[src/hdl/gpedg_pkg.sv]
// Constants, register map and types of the eight-pin port with edge interrupts
// Functional notes
// - Ordinary pins reset undriven: alternate, digital enable, pull-up, pull-down all off.
// - Debug pins reset with alternate function, digital enable and pull-up set.
// - Power-on and external pin reset both restore every default configuration.
// - Direction 0 makes an input captured; direction 1 drives stored data.
// - Data register accesses use address bits nine to two as bit mask.
// - Data register spans 256 word locations, one per mask combination.
// - Data writes change only bits whose mask address bit is one.
// - Data reads return zero for bits whose mask address bit is zero.
// - All enabled pin interrupt conditions combine into one interrupt output.
// - Edge interrupts stay latched until software clears them.
// - Trigger is chosen from per-pin sense, both-edges and polarity settings.
// - Per-pin mask bit gates that pin onto the combined interrupt.
// - Raw status ignores the mask; masked status shows only unmasked conditions.
// - Writing one to a clear bit clears it; writing zero does nothing.
// - Alternate-function bit hands pin control to the peripheral, else software data.
// - Protected alternate bits change only when unlocked and their commit bit set.
// - Only the five debug pins, port B bit 7 and port C 3:0, are protected.
// - Per-pin pad settings for drive, open-drain, pulls, slew, enable reach the pad.
// - Fixed read-only words: eight peripheral identity and four cell identity.
// - Alternate, pull-up and enable reset to 0x80 on port B, 0x0F on C.
// - Commit register resets to 0x7F on port B and 0xF0 on port C.
// - Writes to unconnected bit positions have no effect.
package gpedg_pkg;
	localparam int ADDR_W = 12;
	localparam int PINS = 8;
	localparam int PORT_B = 1;
	localparam int PORT_C = 2;
	localparam logic [11:0] OFF_DIR = 12'h400;
	localparam logic [11:0] OFF_IS = 12'h404;
	localparam logic [11:0] OFF_IBE = 12'h408;
	localparam logic [11:0] OFF_IEV = 12'h40c;
	localparam logic [11:0] OFF_IM = 12'h410;
	localparam logic [11:0] OFF_RIS = 12'h414;
	localparam logic [11:0] OFF_MIS = 12'h418;
	localparam logic [11:0] OFF_ICR = 12'h41c;
	localparam logic [11:0] OFF_AFSEL = 12'h420;
	localparam logic [11:0] OFF_DR2 = 12'h500;
	localparam logic [11:0] OFF_DR4 = 12'h504;
	localparam logic [11:0] OFF_DR8 = 12'h508;
	localparam logic [11:0] OFF_ODR = 12'h50c;
	localparam logic [11:0] OFF_PUR = 12'h510;
	localparam logic [11:0] OFF_PDR = 12'h514;
	localparam logic [11:0] OFF_SLR = 12'h518;
	localparam logic [11:0] OFF_DEN = 12'h51c;
	localparam logic [11:0] OFF_LOCK = 12'h520;
	localparam logic [11:0] OFF_CR = 12'h524;
	localparam logic [11:0] OFF_PID = 12'hfd0;
	localparam logic [11:0] OFF_CID = 12'hff0;
	localparam logic [7:0] DBG_MASK_B = 8'h80;
	localparam logic [7:0] DBG_MASK_C = 8'h0f;
	localparam logic [7:0] RST_DR2 = 8'hff;
	localparam logic [31:0] UNLOCK_KEY = 32'h5a5a_c3c3;
	// Identity values are arbitrary
	localparam logic [7:0] PERIPH_ID [8] = '{8'h11, 8'h22, 8'h33, 8'h44, 8'h55, 8'h66, 8'h77, 8'h88};
	localparam logic [7:0] CELL_ID [4] = '{8'h0a, 8'h0b, 8'h0c, 8'h0d};
	localparam logic [1:0] RESP_OKAY = 2'b00;
	localparam logic [1:0] RESP_SLVERR = 2'b10;
	typedef enum logic [4:0] {
		RG_NONE, RG_DATA, RG_DIR, RG_IS, RG_IBE, RG_IEV, RG_IM, RG_RIS, RG_MIS, RG_ICR,
		RG_AFSEL, RG_DR2, RG_DR4, RG_DR8, RG_ODR, RG_PUR, RG_PDR, RG_SLR, RG_DEN,
		RG_LOCK, RG_CR, RG_PID, RG_CID
	} gpedg_reg_t;
endpackage

[src/hdl/gpedg_sync.sv]
// Three-stage pad input synchroniser with agreement filter
`timescale 1ns/100ps
`default_nettype none
module gpedg_sync #(
	parameter int W = 8
) (
	// Clock and reset
	input wire logic aclk,
	input wire logic aresetn,
	input wire logic cen,
	// Data
	input wire logic [W-1:0] din,
	output logic [W-1:0] dout
);
	logic [W-1:0] s1, s2, s3;

	always_ff @(posedge aclk) begin
		if (!aresetn) begin
			s1 <= '0;
			s2 <= '0;
			s3 <= '0;
		end else if (cen) begin
			s1 <= din;
			s2 <= s1;
			s3 <= s2;
		end
	end

	// Only stages two and three are compared; stage one may be metastable
	for (genvar i = 0; i < W; i++) begin : g_bit
		always_ff @(posedge aclk) begin
			if (!aresetn)
				dout[i] <= 1'b0;
			else if (cen && (s2[i] == s3[i]))
				dout[i] <= s3[i];
		end
	end
endmodule // gpedg_sync
`default_nettype wire

[src/hdl/gpedg_port.sv]
// One eight-pin port: AXI4-Lite registers, pad control, edge/level interrupts
//
// Implementation choices: register access over AXI4-Lite and the placing of the registers.
`timescale 1ns/100ps
`default_nettype none
module gpedg_port
	import gpedg_pkg::*;
#(
	parameter int PORT_INDEX = 0,
	parameter logic [7:0] CONNECTED = 8'hff
) (
	// Clock, reset, enable
	input wire logic aclk,
	input wire logic aresetn,
	input wire logic cen,
	// AXI4-Lite write
	input wire logic [gpedg_pkg::ADDR_W-1:0] awaddr,
	input wire logic awvalid,
	output logic awready,
	input wire logic [31:0] wdata,
	input wire logic [3:0] wstrb,
	input wire logic wvalid,
	output logic wready,
	output logic [1:0] bresp,
	output logic bvalid,
	input wire logic bready,
	// AXI4-Lite read
	input wire logic [gpedg_pkg::ADDR_W-1:0] araddr,
	input wire logic arvalid,
	output logic arready,
	output logic [31:0] rdata,
	output logic [1:0] rresp,
	output logic rvalid,
	input wire logic rready,
	// Pads
	input wire logic [gpedg_pkg::PINS-1:0] pad_in,
	output logic [gpedg_pkg::PINS-1:0] pad_out,
	output logic [gpedg_pkg::PINS-1:0] pad_oe_n,
	// Pad configuration
	output logic [gpedg_pkg::PINS-1:0] alt_function_select,
	output logic [gpedg_pkg::PINS-1:0] digital_enable_bits,
	output logic [gpedg_pkg::PINS-1:0] pullup_enable_bits,
	output logic [gpedg_pkg::PINS-1:0] pulldown_enable_bits,
	output logic [gpedg_pkg::PINS-1:0] drive_low_strength_select,
	output logic [gpedg_pkg::PINS-1:0] drive_mid_strength_select,
	output logic [gpedg_pkg::PINS-1:0] drive_high_strength_select,
	output logic [gpedg_pkg::PINS-1:0] open_drain_select,
	output logic [gpedg_pkg::PINS-1:0] slew_rate_select,
	// Peripheral side
	input wire logic [gpedg_pkg::PINS-1:0] alt_out,
	input wire logic [gpedg_pkg::PINS-1:0] alt_oe,
	output logic [gpedg_pkg::PINS-1:0] alt_in,
	// Interrupt
	output logic irq
);
	import gpedg_pkg::*;

	// Debug pins of this instance
	localparam logic [7:0] DBG = (PORT_INDEX == PORT_B) ? DBG_MASK_B :
		(PORT_INDEX == PORT_C) ? DBG_MASK_C : 8'h00;

	logic [7:0] pin_value_register, pin_direction_bits;
	logic [7:0] irq_sense_select, irq_any_edge_select, irq_polarity_select;
	logic [7:0] irq_mask_bits, irq_raw_state, irq_masked_state;
	logic [7:0] protection_commit_bits;
	logic unlocked;
	logic [7:0] pad_val, pad_prev;
	logic [7:0] edge_hit, lvl_hit, clr_bits, w_mask, ar_mask;
	logic [7:0] next_drive, next_val;
	logic [ADDR_W-1:0] aw_addr;
	logic [31:0] w_data;
	logic [3:0] w_strb;
	logic wr_fire, ar_fire;
	gpedg_reg_t wsel, rsel;
	logic [31:0] rd_val;

	// Map a byte address to a register
	function automatic gpedg_reg_t decode(input logic [ADDR_W-1:0] a);
		logic [11:0] w;
		w = {a[11:2], 2'b00};
		if (w[11:10] == 2'b00)
			return RG_DATA;
		if (w >= OFF_PID && w < OFF_CID)
			return RG_PID;
		if (w >= OFF_CID)
			return RG_CID;
		case (w)
			OFF_DIR: return RG_DIR;
			OFF_IS: return RG_IS;
			OFF_IBE: return RG_IBE;
			OFF_IEV: return RG_IEV;
			OFF_IM: return RG_IM;
			OFF_RIS: return RG_RIS;
			OFF_MIS: return RG_MIS;
			OFF_ICR: return RG_ICR;
			OFF_AFSEL: return RG_AFSEL;
			OFF_DR2: return RG_DR2;
			OFF_DR4: return RG_DR4;
			OFF_DR8: return RG_DR8;
			OFF_ODR: return RG_ODR;
			OFF_PUR: return RG_PUR;
			OFF_PDR: return RG_PDR;
			OFF_SLR: return RG_SLR;
			OFF_DEN: return RG_DEN;
			OFF_LOCK: return RG_LOCK;
			OFF_CR: return RG_CR;
			default: return RG_NONE;
		endcase
	endfunction

	// Merge write data, leaving unconnected positions untouched
	function automatic logic [7:0] merge(input logic [7:0] old, input logic [7:0] nw);
		return (old & ~CONNECTED) | (nw & CONNECTED);
	endfunction

	gpedg_sync #(
		.W(PINS)
	) u_sync (
		.aclk(aclk),
		.aresetn(aresetn),
		.cen(cen),
		.din(pad_in),
		.dout(pad_val)
	);

	// Write channel: address and data taken in either order
	assign wr_fire = !awready && !wready && !bvalid;
	assign wsel = decode(aw_addr);
	assign w_mask = aw_addr[9:2];

	always_ff @(posedge aclk) begin
		if (!aresetn) begin
			awready <= 1'b1;
			aw_addr <= '0;
		end else if (cen) begin
			if (awvalid && awready) begin
				awready <= 1'b0;
				aw_addr <= awaddr;
			end else if (wr_fire)
				awready <= 1'b1;
		end
	end

	always_ff @(posedge aclk) begin
		if (!aresetn) begin
			wready <= 1'b1;
			w_data <= '0;
			w_strb <= '0;
		end else if (cen) begin
			if (wvalid && wready) begin
				wready <= 1'b0;
				w_data <= wdata;
				w_strb <= wstrb;
			end else if (wr_fire)
				wready <= 1'b1;
		end
	end

	always_ff @(posedge aclk) begin
		if (!aresetn) begin
			bvalid <= 1'b0;
			bresp <= RESP_OKAY;
		end else if (cen) begin
			if (wr_fire) begin
				bvalid <= 1'b1;
				bresp <= (wsel == RG_NONE) ? RESP_SLVERR : RESP_OKAY;
			end else if (bready)
				bvalid <= 1'b0;
		end
	end

	// Byte lane 0 carries all eight-bit registers
	logic wr_lo;
	assign wr_lo = wr_fire && w_strb[0];

	always_ff @(posedge aclk) begin
		if (!aresetn)
			pin_value_register <= '0;
		else if (cen && wr_lo && wsel == RG_DATA)
			pin_value_register <= merge(pin_value_register,
				(pin_value_register & ~w_mask) | (w_data[7:0] & w_mask));
	end

	always_ff @(posedge aclk) begin
		if (!aresetn) begin
			pin_direction_bits <= '0;
			irq_sense_select <= '0;
			irq_any_edge_select <= '0;
			irq_polarity_select <= '0;
			irq_mask_bits <= '0;
		end else if (cen && wr_lo) begin
			case (wsel)
				RG_DIR: pin_direction_bits <= merge(pin_direction_bits, w_data[7:0]);
				RG_IS: irq_sense_select <= merge(irq_sense_select, w_data[7:0]);
				RG_IBE: irq_any_edge_select <= merge(irq_any_edge_select, w_data[7:0]);
				RG_IEV: irq_polarity_select <= merge(irq_polarity_select, w_data[7:0]);
				RG_IM: irq_mask_bits <= merge(irq_mask_bits, w_data[7:0]);
				default: ;
			endcase
		end
	end

	// Pad settings; debug pins come up in their debug role
	always_ff @(posedge aclk) begin
		if (!aresetn) begin
			digital_enable_bits <= DBG;
			pullup_enable_bits <= DBG;
			pulldown_enable_bits <= '0;
			drive_low_strength_select <= RST_DR2;
			drive_mid_strength_select <= '0;
			drive_high_strength_select <= '0;
			open_drain_select <= '0;
			slew_rate_select <= '0;
		end else if (cen && wr_lo) begin
			case (wsel)
				RG_DEN: digital_enable_bits <= merge(digital_enable_bits, w_data[7:0]);
				RG_PUR: pullup_enable_bits <= merge(pullup_enable_bits, w_data[7:0]);
				RG_PDR: pulldown_enable_bits <= merge(pulldown_enable_bits, w_data[7:0]);
				RG_DR2: drive_low_strength_select <= merge(drive_low_strength_select, w_data[7:0]);
				RG_DR4: drive_mid_strength_select <= merge(drive_mid_strength_select, w_data[7:0]);
				RG_DR8: drive_high_strength_select <= merge(drive_high_strength_select, w_data[7:0]);
				RG_ODR: open_drain_select <= merge(open_drain_select, w_data[7:0]);
				RG_SLR: slew_rate_select <= merge(slew_rate_select, w_data[7:0]);
				default: ;
			endcase
		end
	end

	// Key written with all lanes unlocks; any other value locks again
	always_ff @(posedge aclk) begin
		if (!aresetn)
			unlocked <= 1'b0;
		else if (cen && wr_fire && wsel == RG_LOCK)
			unlocked <= (w_data == UNLOCK_KEY) && (w_strb == 4'hf);
	end

	// Commit bits of unprotected pins are fixed at one
	always_ff @(posedge aclk) begin
		if (!aresetn)
			protection_commit_bits <= ~DBG;
		else if (cen && wr_lo && wsel == RG_CR && unlocked)
			protection_commit_bits <= (protection_commit_bits & ~DBG) | (w_data[7:0] & DBG & CONNECTED);
	end

	// Protected bits need unlock plus commit before a write lands
	logic [7:0] af_ok;
	assign af_ok = ~DBG | (protection_commit_bits & {8{unlocked}});

	always_ff @(posedge aclk) begin
		if (!aresetn)
			alt_function_select <= DBG;
		else if (cen && wr_lo && wsel == RG_AFSEL)
			alt_function_select <= merge(alt_function_select,
				(alt_function_select & ~af_ok) | (w_data[7:0] & af_ok));
	end

	// Interrupt detection on synchronised pad values
	always_ff @(posedge aclk) begin
		if (!aresetn)
			pad_prev <= '0;
		else if (cen)
			pad_prev <= pad_val;
	end

	always_comb begin
		for (int i = 0; i < PINS; i++) begin
			if (irq_any_edge_select[i])
				edge_hit[i] = pad_val[i] ^ pad_prev[i];
			else if (irq_polarity_select[i])
				edge_hit[i] = pad_val[i] & ~pad_prev[i];
			else
				edge_hit[i] = ~pad_val[i] & pad_prev[i];
			lvl_hit[i] = irq_polarity_select[i] ? pad_val[i] : ~pad_val[i];
		end
	end

	assign clr_bits = (wr_lo && wsel == RG_ICR) ? w_data[7:0] & CONNECTED : 8'h00;

	// Level bits follow the pin; edge bits hold, and a new edge beats a clear
	always_ff @(posedge aclk) begin
		if (!aresetn)
			irq_raw_state <= '0;
		else if (cen)
			irq_raw_state <= CONNECTED & ((irq_sense_select & lvl_hit) |
				(~irq_sense_select & ((irq_raw_state & ~clr_bits) | edge_hit)));
	end

	assign irq_masked_state = irq_raw_state & irq_mask_bits;

	always_ff @(posedge aclk) begin
		if (!aresetn)
			irq <= 1'b0;
		else if (cen)
			irq <= |irq_masked_state;
	end

	// Pad drive; disabled digital pins never drive
	always_comb begin
		for (int i = 0; i < PINS; i++) begin
			next_val[i] = alt_function_select[i] ? alt_out[i] : pin_value_register[i];
			next_drive[i] = digital_enable_bits[i] &
				(alt_function_select[i] ? alt_oe[i] : pin_direction_bits[i]);
			if (open_drain_select[i])
				next_drive[i] = next_drive[i] & ~next_val[i];
		end
	end

	always_ff @(posedge aclk) begin
		if (!aresetn) begin
			pad_out <= '0;
			pad_oe_n <= '1;
			alt_in <= '0;
		end else if (cen) begin
			pad_out <= next_val & ~open_drain_select;
			pad_oe_n <= ~next_drive;
			alt_in <= pad_val;
		end
	end

	// Read channel: one cycle to rvalid
	assign ar_fire = arvalid && arready;
	assign rsel = decode(araddr);
	assign ar_mask = araddr[9:2];

	always_comb begin
		rd_val = 32'h0000_0000;
		case (rsel)
			RG_DATA: rd_val[7:0] = ((pin_value_register & pin_direction_bits) |
				(pad_val & ~pin_direction_bits)) & ar_mask & CONNECTED;
			RG_DIR: rd_val[7:0] = pin_direction_bits;
			RG_IS: rd_val[7:0] = irq_sense_select;
			RG_IBE: rd_val[7:0] = irq_any_edge_select;
			RG_IEV: rd_val[7:0] = irq_polarity_select;
			RG_IM: rd_val[7:0] = irq_mask_bits;
			RG_RIS: rd_val[7:0] = irq_raw_state;
			RG_MIS: rd_val[7:0] = irq_masked_state;
			RG_AFSEL: rd_val[7:0] = alt_function_select;
			RG_DR2: rd_val[7:0] = drive_low_strength_select;
			RG_DR4: rd_val[7:0] = drive_mid_strength_select;
			RG_DR8: rd_val[7:0] = drive_high_strength_select;
			RG_ODR: rd_val[7:0] = open_drain_select;
			RG_PUR: rd_val[7:0] = pullup_enable_bits;
			RG_PDR: rd_val[7:0] = pulldown_enable_bits;
			RG_SLR: rd_val[7:0] = slew_rate_select;
			RG_DEN: rd_val[7:0] = digital_enable_bits;
			RG_LOCK: rd_val[0] = ~unlocked;
			RG_CR: rd_val[7:0] = protection_commit_bits;
			RG_PID: rd_val[7:0] = PERIPH_ID[{~araddr[4], araddr[3:2]}];
			RG_CID: rd_val[7:0] = CELL_ID[araddr[3:2]];
			default: rd_val = 32'h0000_0000;
		endcase
	end

	always_ff @(posedge aclk) begin
		if (!aresetn) begin
			arready <= 1'b1;
			rvalid <= 1'b0;
			rdata <= '0;
			rresp <= RESP_OKAY;
		end else if (cen) begin
			if (ar_fire) begin
				arready <= 1'b0;
				rvalid <= 1'b1;
				rdata <= rd_val;
				rresp <= (rsel == RG_NONE) ? RESP_SLVERR : RESP_OKAY;
			end else if (rvalid && rready) begin
				rvalid <= 1'b0;
				arready <= 1'b1;
			end
		end
	end
endmodule // gpedg_port
`default_nettype wire

[config.mk]
export PLATFORM = sky130hd
export DESIGN_NAME = gpedg_port
export DESIGN_NICKNAME = d
export VERILOG_FILES = /design/src/hdl/gpedg_pkg.sv /design/src/hdl/gpedg_sync.sv /design/src/hdl/gpedg_port.sv
export SDC_FILE = /design/constraint.sdc
export NUM_CORES = 1
export LEC_CHECK = 0
export BUFFER_PORTS_ARGS = -buffer_cell sky130_fd_sc_hd__clkbuf_2
export CELL_PAD_IN_SITES_DETAIL_PLACEMENT = 1
export CELL_PAD_IN_SITES_GLOBAL_PLACEMENT = 1
export CORE_MARGIN = 1
export CORE_UTILIZATION = 35
export DETAILED_ROUTE_END_ITERATION = 10
export GPL_ROUTABILITY_DRIVEN = 0
export PLACE_DENSITY = 0.7
export SYNTH_ARGS = -nofsm -noshare
export SYNTH_HDL_FRONTEND = slang
export SYNTH_SLANG_ARGS = --single-unit
[constraint.sdc]
create_clock -name aclk -period 2.35 [get_ports aclk]
set_input_delay 0.235 -clock aclk [delete_from_list [all_inputs] [get_ports aclk]]
set_output_delay 0.235 -clock aclk [all_outputs]
set_load 0.1 [all_outputs]
==> summary.md, run 1 <==
| Metric | Value |
|---|---|
| Worst Hold Endpoint | `rvalid` |
| H-tree depth | `1` |
| Final nets | `roughly 2000` |
| Fin worst setup slack | `-65.36 ps` |
| Die width | `194.9 um` |
| Achievable frequency | `414.0 MHz` |
| Flop pwr share | `43.2%` |
| Largest net degree at the start of global routing | `242` |
| Cells after Synth | `1497` |
| First-pass GRT wire length | `78800 um` |
| Max clock buf depth | `3` |
| R2r setup slk | `-70 ps` |
| Core area | `between 30000 and 40000 sq um` |
| Clock Latency Late Sink | `550 ps` |
| Routed WL | `52300 um` |
| Wire per inst | `22.24 um` |
| Routed vias/inst | `between 5 and 6` |
| Switch Pwr | `2672 uW` |
| Ys async rst share | `0%` |
| Commonest non-fill, non-tap cells in the layout | `233 x dfxtp_1, 225 x nand2_1, 198 x clkbuf_2, 154 x buf_4, 132 x nor2b_1` |
| RSZ-0062 raised after global routing | `true` |
| EDFF count, synth | `0` |
| Most common cell after layout, fill and taps aside | `dfxtp_1` |
| Switching Fraction | `around 27%` |
| Fillcell total | `4256` |
| Unique masters post-synth | `just under 90` |
| Top Ports | `between 200 and 250` |
| Grt ovf | `0` |
| Most used DFF post-synth | `dfxtp_1` |
| Initial core utilization | `35.56%` |
| Final TNS setup | `-856.3 ps` |
| Status | `finished, violations left` |
| Pint | `7293 uW` |
| Biggest regs | `w_data x32, aw_addr x10` |
| Core Util, Final | `47.61%` |
| Reg2Reg Launch Point | `aw_addr[6]` |
| CP Launch Type | `flip-flop` |
| Area of the multi-input gates | `between 7000 and 8000 sq um` |
| Share of layout cells above drive strength 1 | `28.09%` |
| Vias in the first global route | `13140` |
| Clk slew on worst S/H paths | `60 ps` |
| Die extent in y | `194.9 um` |
| Flip-flop count of the largest register after layout | `32` |
| Failing checks | `setup timing` |
| CTS tree | `done` |
| Pwr dens | `~570 nW/um^2` |
| WS Path Type | `flip-flop to flip-flop` |
| Final Max Slew Viols | `0` |
| Clock sinks | `about 250` |
| CTS Buf Count | `28` |
| R2r endpoint | `pin_direction_bits[7]` |
| Full die area | `37970 sq um` |
| Worst Path Required | `2830 ps` |
| Setup Viol. Count Final | `31` |
| Post-synthesis sequential area ratio | `37.98%` |
| DR iter-0 viols | `883` |
| Max VDD drop | `0.5243 mV` |
| Initial antenna violation count | `0` |
| Setup WS pre-CTS | `-592.6 ps` |
| Worst slew margin | `around 37%` |
| Skew final | `13.19 ps` |
| Final Hold Viols | `0` |
| Register bit total from synthesis | `247` |
| Vias | `roughly 13000` |
| Cells on worst reg2reg path | `9` |
| CP Data Arrival Time | `2900 ps` |
| Min-delay src | `rready` |
| Placed cells | `2234` |
| Area grow syn2layout | `33.89%` |
| Hold depth | `4` |
| Finished Layout Cells | `between 2000 and 2500` |
| Yosys warns | `0` |
| CP endpoint kind | `flip-flop` |
| CP Max Fanout | `8` |
| Reg area | `approximately 5000 sq um` |
| GRT Overall Usage | `26.76%` |
| Worst Max-Slew Pin Slew | `roughly 940 ps` |
| Tot Pwr | `around 10000 uW` |
| Post-detail-place hpwl | `just under 40000 um` |
| Comb pwr share | `12.4%` |
| Final min period | `roughly 2400 ps` |
| Port buffer count | `199` |
| P_leak | `around 0.007 uW` |
| # DRC | `0` |
| Syn_area_per_cell | `8.697 sq um` |
| N_diodes | `0` |
| Cell area after synthesis | `13020 sq um` |
| Max-Cap Viols | `0` |
| Antenna viol nets, final | `0` |
| Biggest register | `w_data` |
| Clock power frac | `44.5%` |
| TritonRoute pass-1 iters | `5` |
| Site row count | `70` |
| CTS root buffer | `clkbuf_16` |
| Worst Hold Class | `input port to flip-flop` |
| Tcrit/Tclk final | `102.8%` |
## power by group through the flow
stage | combinational [uW] | sequential (uW) | clock (uW)
5_1_grt | 1300 | 4310 | 4670
2_1_floorplan | 669 | 4480 | 0
6_report | 1230 | 4300 | 4430
3_3_place_gp | 1090 | 4390 | 0
3_5_place_dp | 1110 | 4390 | 0
4_1_cts | 1190 | 4300 | 4520
## critical path: stages, from the launching register on
cell     delay [ps]
dfxtp_2         360
or4_4           560
buf_12          160
a21oi_4         190
o21ai_4          90
buf_4           160
or3_4           340
buf_12          160
mux2i_4         180
nor2b_1         120
## through the flow
step	hold slack, ps	instance area [sq um]
after global placement	451.7	15520
after CTS	19.86	17110
after global routing	65.31	17430
final	41.21	17430
after floorplan	379.9	13180
after detailed placement	459.0	15520
## area by class of cell
type	instances	area share [%]
repair buffers	431	17.69
flip-flops and latches	247	28.58
clock inverters	10	0.5168
well taps	468	3.359
inverters	23	0.4953
multi-input cells	1131	44.48
clock buffers	41	4.874
## synthesized netlist by cell type, types with 6 or more instances
| library cell | number | area, sq um |
|---|---|---|
| or3_1 | 7 | 43.79 |
| ha_1 | 21 | 262.8 |
| inv_1 | 22 | 82.58 |
| nor2b_1 | 133 | 832.1 |
| or4_1 | 6 | 45.04 |
| and2_1 | 9 | 56.30 |
| dfxtp_1 | 247 | 4945 |
| mux2i_1 | 127 | 1271 |
| nand2b_1 | 18 | 112.6 |
| nand3_1 | 51 | 255.2 |
| buf_4 | 30 | 225.2 |
| a21boi_0 | 93 | 698.2 |
| a21o_1 | 10 | 75.07 |
| and3_1 | 7 | 43.79 |
| nor2_1 | 26 | 97.59 |
| o22ai_1 | 6 | 37.54 |
| a21boi_1 | 23 | 172.7 |
| a221oi_1 | 10 | 87.58 |
| clkbuf_1 | 65 | 244.0 |
| a211oi_1 | 12 | 90.09 |
| buf_2 | 20 | 100.1 |
| o21ai_0 | 72 | 360.4 |
| a32oi_1 | 9 | 78.83 |
| nor3_1 | 27 | 135.1 |
| o211ai_1 | 25 | 187.7 |
| a22oi_1 | 26 | 195.2 |
| nand2_1 | 230 | 863.3 |
| xor2_1 | 10 | 87.58 |
| a21oi_1 | 33 | 165.2 |
## repair_timing
| item | CTS | global route |
|---|---|---|
| gates resized for setup | 22 | 86 |
| pin swaps | 6 | 15 |
| buffers inserted | 2 | 8 |
| hold buffers | 56 | 0 |
| setup endpoints to repair | 109 | 134 |
| hold endpoints to repair | 56 | 0 |
## per-layer routing
metal	up-vias	GRT usage (%)	routed length, um
met4	0	11.46	2363
met5	-	0	0
met1	6331	34.31	22240
met2	467	44.46	24320
met3	107	4.234	3365
li1	5982	-	-
## worst max-delay path by stage
stage / start / endpoint / slack, ps / cells past startpoint
final: aw_addr[6] / pin_direction_bits[7] / -70 / 9
after global routing: aw_addr[11] / irq_sense_select[3] / -130 / 11
after CTS: aw_addr[11] / drive_mid_strength_select[6] / -20 / 8
after detailed placement: araddr[2] / rdata[3] / -590 / 11
after global placement: araddr[3] / rdata[5] / -420 / 13
after floorplan: aw_addr[11] / drive_low_strength_select[5] / -0.6 / 8
## cells by family after synthesis
kind of cell	count (synthesis)	share of synthesized area, %
AO/OA/AOI/OAI	377	20.69
XOR/XNOR	12	0.8073
adder cells (fa/ha/maj)	21	2.018
buffers and inverters	144	5.324
flip-flops	247	37.98
multiplexers	129	9.938
other	1	0.02880
AND/OR/NAND/NOR	566	23.21
Power figures use the tool's default switching activity.
==> inputs of run 2 (changes only) <==
- TNS_END_PERCENT: unset -> 20
==> run 2 against run 1 <==
Net effect:
- the run still ends with setup timing left
- final cell count about the same
- via count rose by 1.0%
- non-clock buffer count did not move
- final area about the same
- combinational power about the same
- worst hold slack better by 21 ps
- sequential share of layout area about the same
- count of clock-buffer cells in the layout increased by 2
- critical endpoint is now slew_rate_select[2]
- largest cell class unchanged
==> summary.md, run 2 (synthesized netlist as in run 1, its figures left out) <==
| Metric | Value |
|---|---|
| Status | `finished, violations left` |
| Failing checks | `setup timing` |
| Top sig layer | `met4` |
| Max VDD drop | `0.4901 mV` |
| N_diodes | `0` |
| Clock Latency Late Sink | `approximately 550 ps` |
| CTS Buf Count | `29` |
| Routed vias/inst | `5.535` |
| Initial antenna violation count | `0` |
| Skew final | `roughly 14 ps` |
| Biggest register | `w_data` |
| Vias in the first global route | `between 10000 and 15000` |
| Site row count | `70` |
| CP Launch Type | `flip-flop` |
| Biggest regs | `w_data x32, aw_addr x10` |
| CTS tree | `done` |
| Core area | `36610 sq um` |
| Post-detail-place hpwl | `39160 um` |
| Placed cells | `2237` |
| Antenna viol nets, final | `0` |
| Reg2Reg Launch Point | `aw_addr[9]` |
| Share of layout cells above drive strength 1 | `27.55%` |
| Largest net degree at the start of global routing | `242` |
| Final nets | `between 1500 and 2000` |
| Final min period | `2382 ps` |
| Pwr dens | `between 500 and 600 nW/um^2` |
| Max clock buf depth | `3` |
| Final Hold Viols | `0` |
| Achievable frequency | `419.7 MHz` |
| Metal-1 WL | `23010 um` |
| Grt ovf | `0` |
| Vias | `approximately 13000` |
| Final Max Slew Viols | `0` |
| WL met2 | `24990 um` |
| First-pass GRT wire length | `80510 um` |
| Setup crit start | `aw_addr[9]` |
| WL met3 | `3288 um` |
| Min-delay src | `rready` |
| Worst slew margin | `33.02%` |
| Area grow syn2layout | `33.83%` |
| CP Data Arrival Time | `about 2800 ps` |
| Max-Cap Viols | `0` |
| Worst Max-Slew Pin Slew | `1005 ps` |
| Setup Viol. Count Final | `8` |
| Worst Hold Class | `input port to flip-flop` |
| Worst Path Required | `2780 ps` |
| Core Util, Final | `47.59%` |
| Finished Layout Cells | `2352` |
| Clk slew on worst S/H paths | `60 ps` |
| Initial core utilization | `a little over a third` |
| RSZ-0062 raised after global routing | `true` |
| Most common cell after layout, fill and taps aside | `dfxtp_1` |
| Clock sinks | `247` |
| Die width | `194.9 um` |
| Die extent in y | `194.9 um` |
| GRT Overall Usage | `a little over a quarter` |
| Tot Pwr | `around 10000 uW` |
| Tcrit/Tclk final | `101.4%` |
| Top Ports | `between 200 and 250` |
| Final instance area | `17420 sq um` |
| DR iter-0 viols | `839` |
| TritonRoute pass-1 iters | `5` |
| CTS root buffer | `clkbuf_16` |
| CP Max Fanout | `8` |
| Full die area | `37970 sq um` |
| P_leak | `0.007050 uW` |
| Placed cell area | `about 16000 sq um` |
| H-tree depth | `1` |
| WS Path Type | `flip-flop to flip-flop` |
| Commonest non-fill, non-tap cells in the layout | `235 x dfxtp_1, 224 x nand2_1, 198 x clkbuf_2, 159 x buf_4, 133 x nor2b_1` |
| CP endpoint kind | `flip-flop` |
| # DRC | `0` |
| Wire per inst | `roughly 23 um` |
| Routed WL | `53560 um` |
| Fin worst setup slack | `-32.39 ps` |
| Port buffer count | `between 150 and 200` |
| Flip-flop count of the largest register after layout | `32` |
run 2: layer usage:
metal	vias up	GRT usage (%)
met4	0	11.14
met5	-	0
li1	6006	-
met1	6424	35.39
met3	110	3.644
met2	478	45.96
run 2: cell type report:
class / instances / area, sq um
fillers: 4315 / 19190
clock inverters: 9 / 133.9
flip-flops and latches: 247 / 4977
multi-input cells: 1131 / 7717
repair buffers: 431 / 3043
well taps: 468 / 585.6
inverters: 23 / 86.33
clock buffers: 43 / 879.6
run 2: final timing paths:
path | to | slack (ps) | cells after the start
min reg2reg | w_data[29] | 470 | 2
min | rvalid | 60 | 4
max reg2reg | slew_rate_select[2] | -30 | 8
max | slew_rate_select[2] | -30 | 8
run 2: timing repair:
action                                 4_1_cts  5_1_grt
hold buffers                                56        0
setup endpoints to repair                  101      137
pin swaps                                    6       13
endpoints found under the hold margin       56        0
gates resized for setup                     27       75
buffers inserted                             1        7
run 2: critical path, stage by stage (launching register included):
cell and delay [ps]:
dfxtp_2 350, or4_4 600, a21oi_2 270, nor2_4 120, buf_4 160, nor4_4 260, buf_12 190, mux2i_1 230
nor2b_1 70
run 2: power by group:
part	internal [uW]	total (uW)	switching [uW]
Combinational	437	1240	802
Clock	2900	4760	1860
Sequential	4250	4300	50.8
run 2: stage by stage:
| step | hold WS [ps] | worst slack [ps] | setup TNS (ps) |
|---|---|---|---|
| 2_1_floorplan | 379.9 | -62.87 | -198.6 |
| 3_3_place_gp | 451.0 | -373.5 | -3900 |
| 3_5_place_dp | 458.8 | -608.7 | -9900 |
| 4_1_cts | 20.29 | -28.69 | -37.72 |
| 5_1_grt | 94.31 | -114.4 | -3508 |
| 6_report | 61.96 | -32.39 | -127.6 |
==> inputs of run 3 (changes only) <==
- CAP_MARGIN: unset -> 15
- SKIP_LAST_GASP: unset -> 1
==> run 3 against run 2 <==
Net effect:
- the run still ends with setup timing left
- via count hardly changed
- final cell count about the same
- global-route usage about the same
- register-to-register slack about the same
- highest routed layer unchanged
- worst hold slack barely moved
- wire length fell by 0.40%
- worst setup slack gained 4.6 ps
- critical path depth grew 2
- fmax rose by 0.19%
==> summary.md, run 3 (synthesized netlist as in run 1, its figures left out) <==
| Metric | Value |
|---|---|
| Status | `finished, violations left` |
| Failing checks | `setup timing` |
| Fillcell total | `4302` |
| Tcrit/Tclk final | `101.2%` |
| Grt ovf | `0` |
| Fin worst setup slack | `-27.81 ps` |
| Min-delay src | `rready` |
| # DRC | `0` |
| CP Data Arrival Time | `2820 ps` |
| Crit-path max cell delay | `370 ps` |
| Largest net degree at the start of global routing | `242` |
| WS Path Type | `flip-flop to flip-flop` |
| Crit-path slowest cell | `dfxtp_4` |
| Site row count | `70` |
| Initial antenna violation count | `0` |
| Routed vias/inst | `~5.5` |
| R2r endpoint | `slew_rate_select[0]` |
| Most common cell after layout, fill and taps aside | `dfxtp_1` |
| Worst Max-Slew Pin Slew | `1008 ps` |
| Core area | `36610 sq um` |
| Biggest regs | `w_data x32, aw_addr x10` |
| Full die area | `37970 sq um` |
| Worst Path Required | `2790 ps` |
| GRT Overall Usage | `27.39%` |
| Tot Pwr | `10300 uW` |
| Max VDD drop | `0.4905 mV` |
| Core Util, Final | `47.47%` |
| CP cell instances | `buf_6, and3b_2, a211oi_4, o211ai_1, a21oi_2, nand4_4, nor4_4, buf_12, mux2i_1, nor2b_1` |
| Die extent in y | `194.9 um` |
| Hold depth | `4` |
| Antenna viol nets, final | `0` |
| Vias | `13030` |
| Reg2Reg Launch Point | `aw_addr[8]` |
| CP endpoint kind | `flip-flop` |
| Final nets | `1975` |
| Vias in the first global route | `13260` |
| CTS root buffer | `clkbuf_16` |
| Achievable frequency | `420.6 MHz` |
| Die width | `~190 um` |
| Biggest register | `w_data` |
| Final Hold Viols | `0` |
| Area grow syn2layout | `33.49%` |
| CP top delay family | `simple AND/OR/NAND/NOR gates` |
| Clock Latency Late Sink | `between 500 and 600 ps` |
| R2r setup slk | `-30 ps` |
| First-pass GRT wire length | `80500 um` |
| Routed WL | `roughly 53000 um` |
| CP bufs+invs | `2` |
| Reg area | `4977 sq um` |
| Worst slew margin | `32.83%` |
| Wire per inst | `between 20 and 25 um` |
| N_diodes | `0` |
| DR iter-0 viols | `956` |
| Post-detail-place hpwl | `39160 um` |
| Pwr dens | `roughly 590 nW/um^2` |
| CP Launch Type | `flip-flop` |
| CTS tree | `done` |
| TritonRoute pass-1 iters | `7` |
| Max clock buf depth | `3` |
| RSZ-0062 raised after global routing | `true` |
| Worst Hold Class | `input port to flip-flop` |
| CTS Buf Count | `29` |
| Clk slew on worst S/H paths | `60 ps` |
| Final min period | `~2400 ps` |
| Initial core utilization | `35.56%` |
| Max-Cap Viols | `0` |
| CP Max Fanout | `8` |
| Setup Viol. Count Final | `5` |
| H-tree depth | `1` |
| Clock sinks | `around 250` |
| Flip-flop count of the largest register after layout | `32` |
| Commonest non-fill, non-tap cells in the layout | `235 x dfxtp_1, 225 x nand2_1, 198 x clkbuf_2, 156 x buf_4, 132 x nor2b_1` |
| Share of layout cells above drive strength 1 | `between 20% and 30%` |
| Area of the multi-input gates | `7682 sq um` |
| Final TNS setup | `-81.06 ps` |
| Top Ports | `230` |
| Cells on worst reg2reg path | `10` |
| Final Max Slew Viols | `0` |
| Skew final | `16.57 ps` |
| Worst Hold Endpoint | `rvalid` |
| Port buffer count | `199` |
| P_leak | `0.007033 uW` |
[run 3: area by class of cell]
| cell class | instances | share of cell area (%) |
|---|---|---|
| Clock buffer | 43 | 5.061 |
| Clock inverter | 9 | 0.7703 |
| Inverter | 23 | 0.4968 |
| Multi-Input combinational cell | 1131 | 44.20 |
| Sequential cell | 247 | 28.64 |
| Tap cell | 468 | 3.369 |
| Timing Repair Buffer | 430 | 17.46 |
[run 3: where the power goes]
group          switching (uW)  total [uW]  internal [uW]
clock network            1860        4770           2900
logic                     797        1230            438
registers                49.2        4300           4250
[run 3: repair_timing]
item / in CTS / in global routing
buffers inserted: 1 / 6
pin swaps: 3 / 17
setup endpoints to repair: 101 / 137
hold buffers: 56 / 0
gates resized for setup: 20 / 72
hold endpoints to repair: 56 / 0
[run 3: layer usage]
metal | GRT usage, % | wire length, um | vias to the layer above
met3 | 3.644 | 3611 | 105
li1 | - | - | 6005
met4 | 11.14 | 2224 | 0
met5 | 0 | 0 | -
met2 | 45.86 | 25070 | 515
met1 | 35.48 | 22440 | 6401
[run 3: worst max-delay path by stage]
| stage | from | end | slack, ps | cells after the start |
|---|---|---|---|---|
| 2_1_floorplan | araddr[2] | rdata[6] | -60 | 11 |
| 3_3_place_gp | araddr[3] | rdata[5] | -370 | 11 |
| 3_5_place_dp | araddr[2] | rdata[2] | -610 | 12 |
| 4_1_cts | aw_addr[8] | slew_rate_select[0] | -70 | 10 |
| 5_1_grt | aw_addr[8] | slew_rate_select[0] | -120 | 10 |
| 6_report | aw_addr[8] | slew_rate_select[0] | -30 | 10 |
[run 3: per-stage QoR]
stage | area [sq um] | cells | hold WS (ps) | worst slack, ps
after floorplan | 13150 | 1522 | 379.9 | -62.87
after global placement | 15510 | 2237 | 451.0 | -373.5
after detailed placement | 15510 | 2237 | 458.8 | -608.7
after CTS | 17140 | 2345 | 20.29 | -71.55
after global routing | 17380 | 2351 | 94.31 | -123.1
final | 17380 | 2351 | 62.28 | -27.81
[run 3: tightest hold or removal path, cell delays in order]
cell,delay (ps)
clkbuf_2,90
nand2_1,70
a21oi_1,70
nor2b_1,100
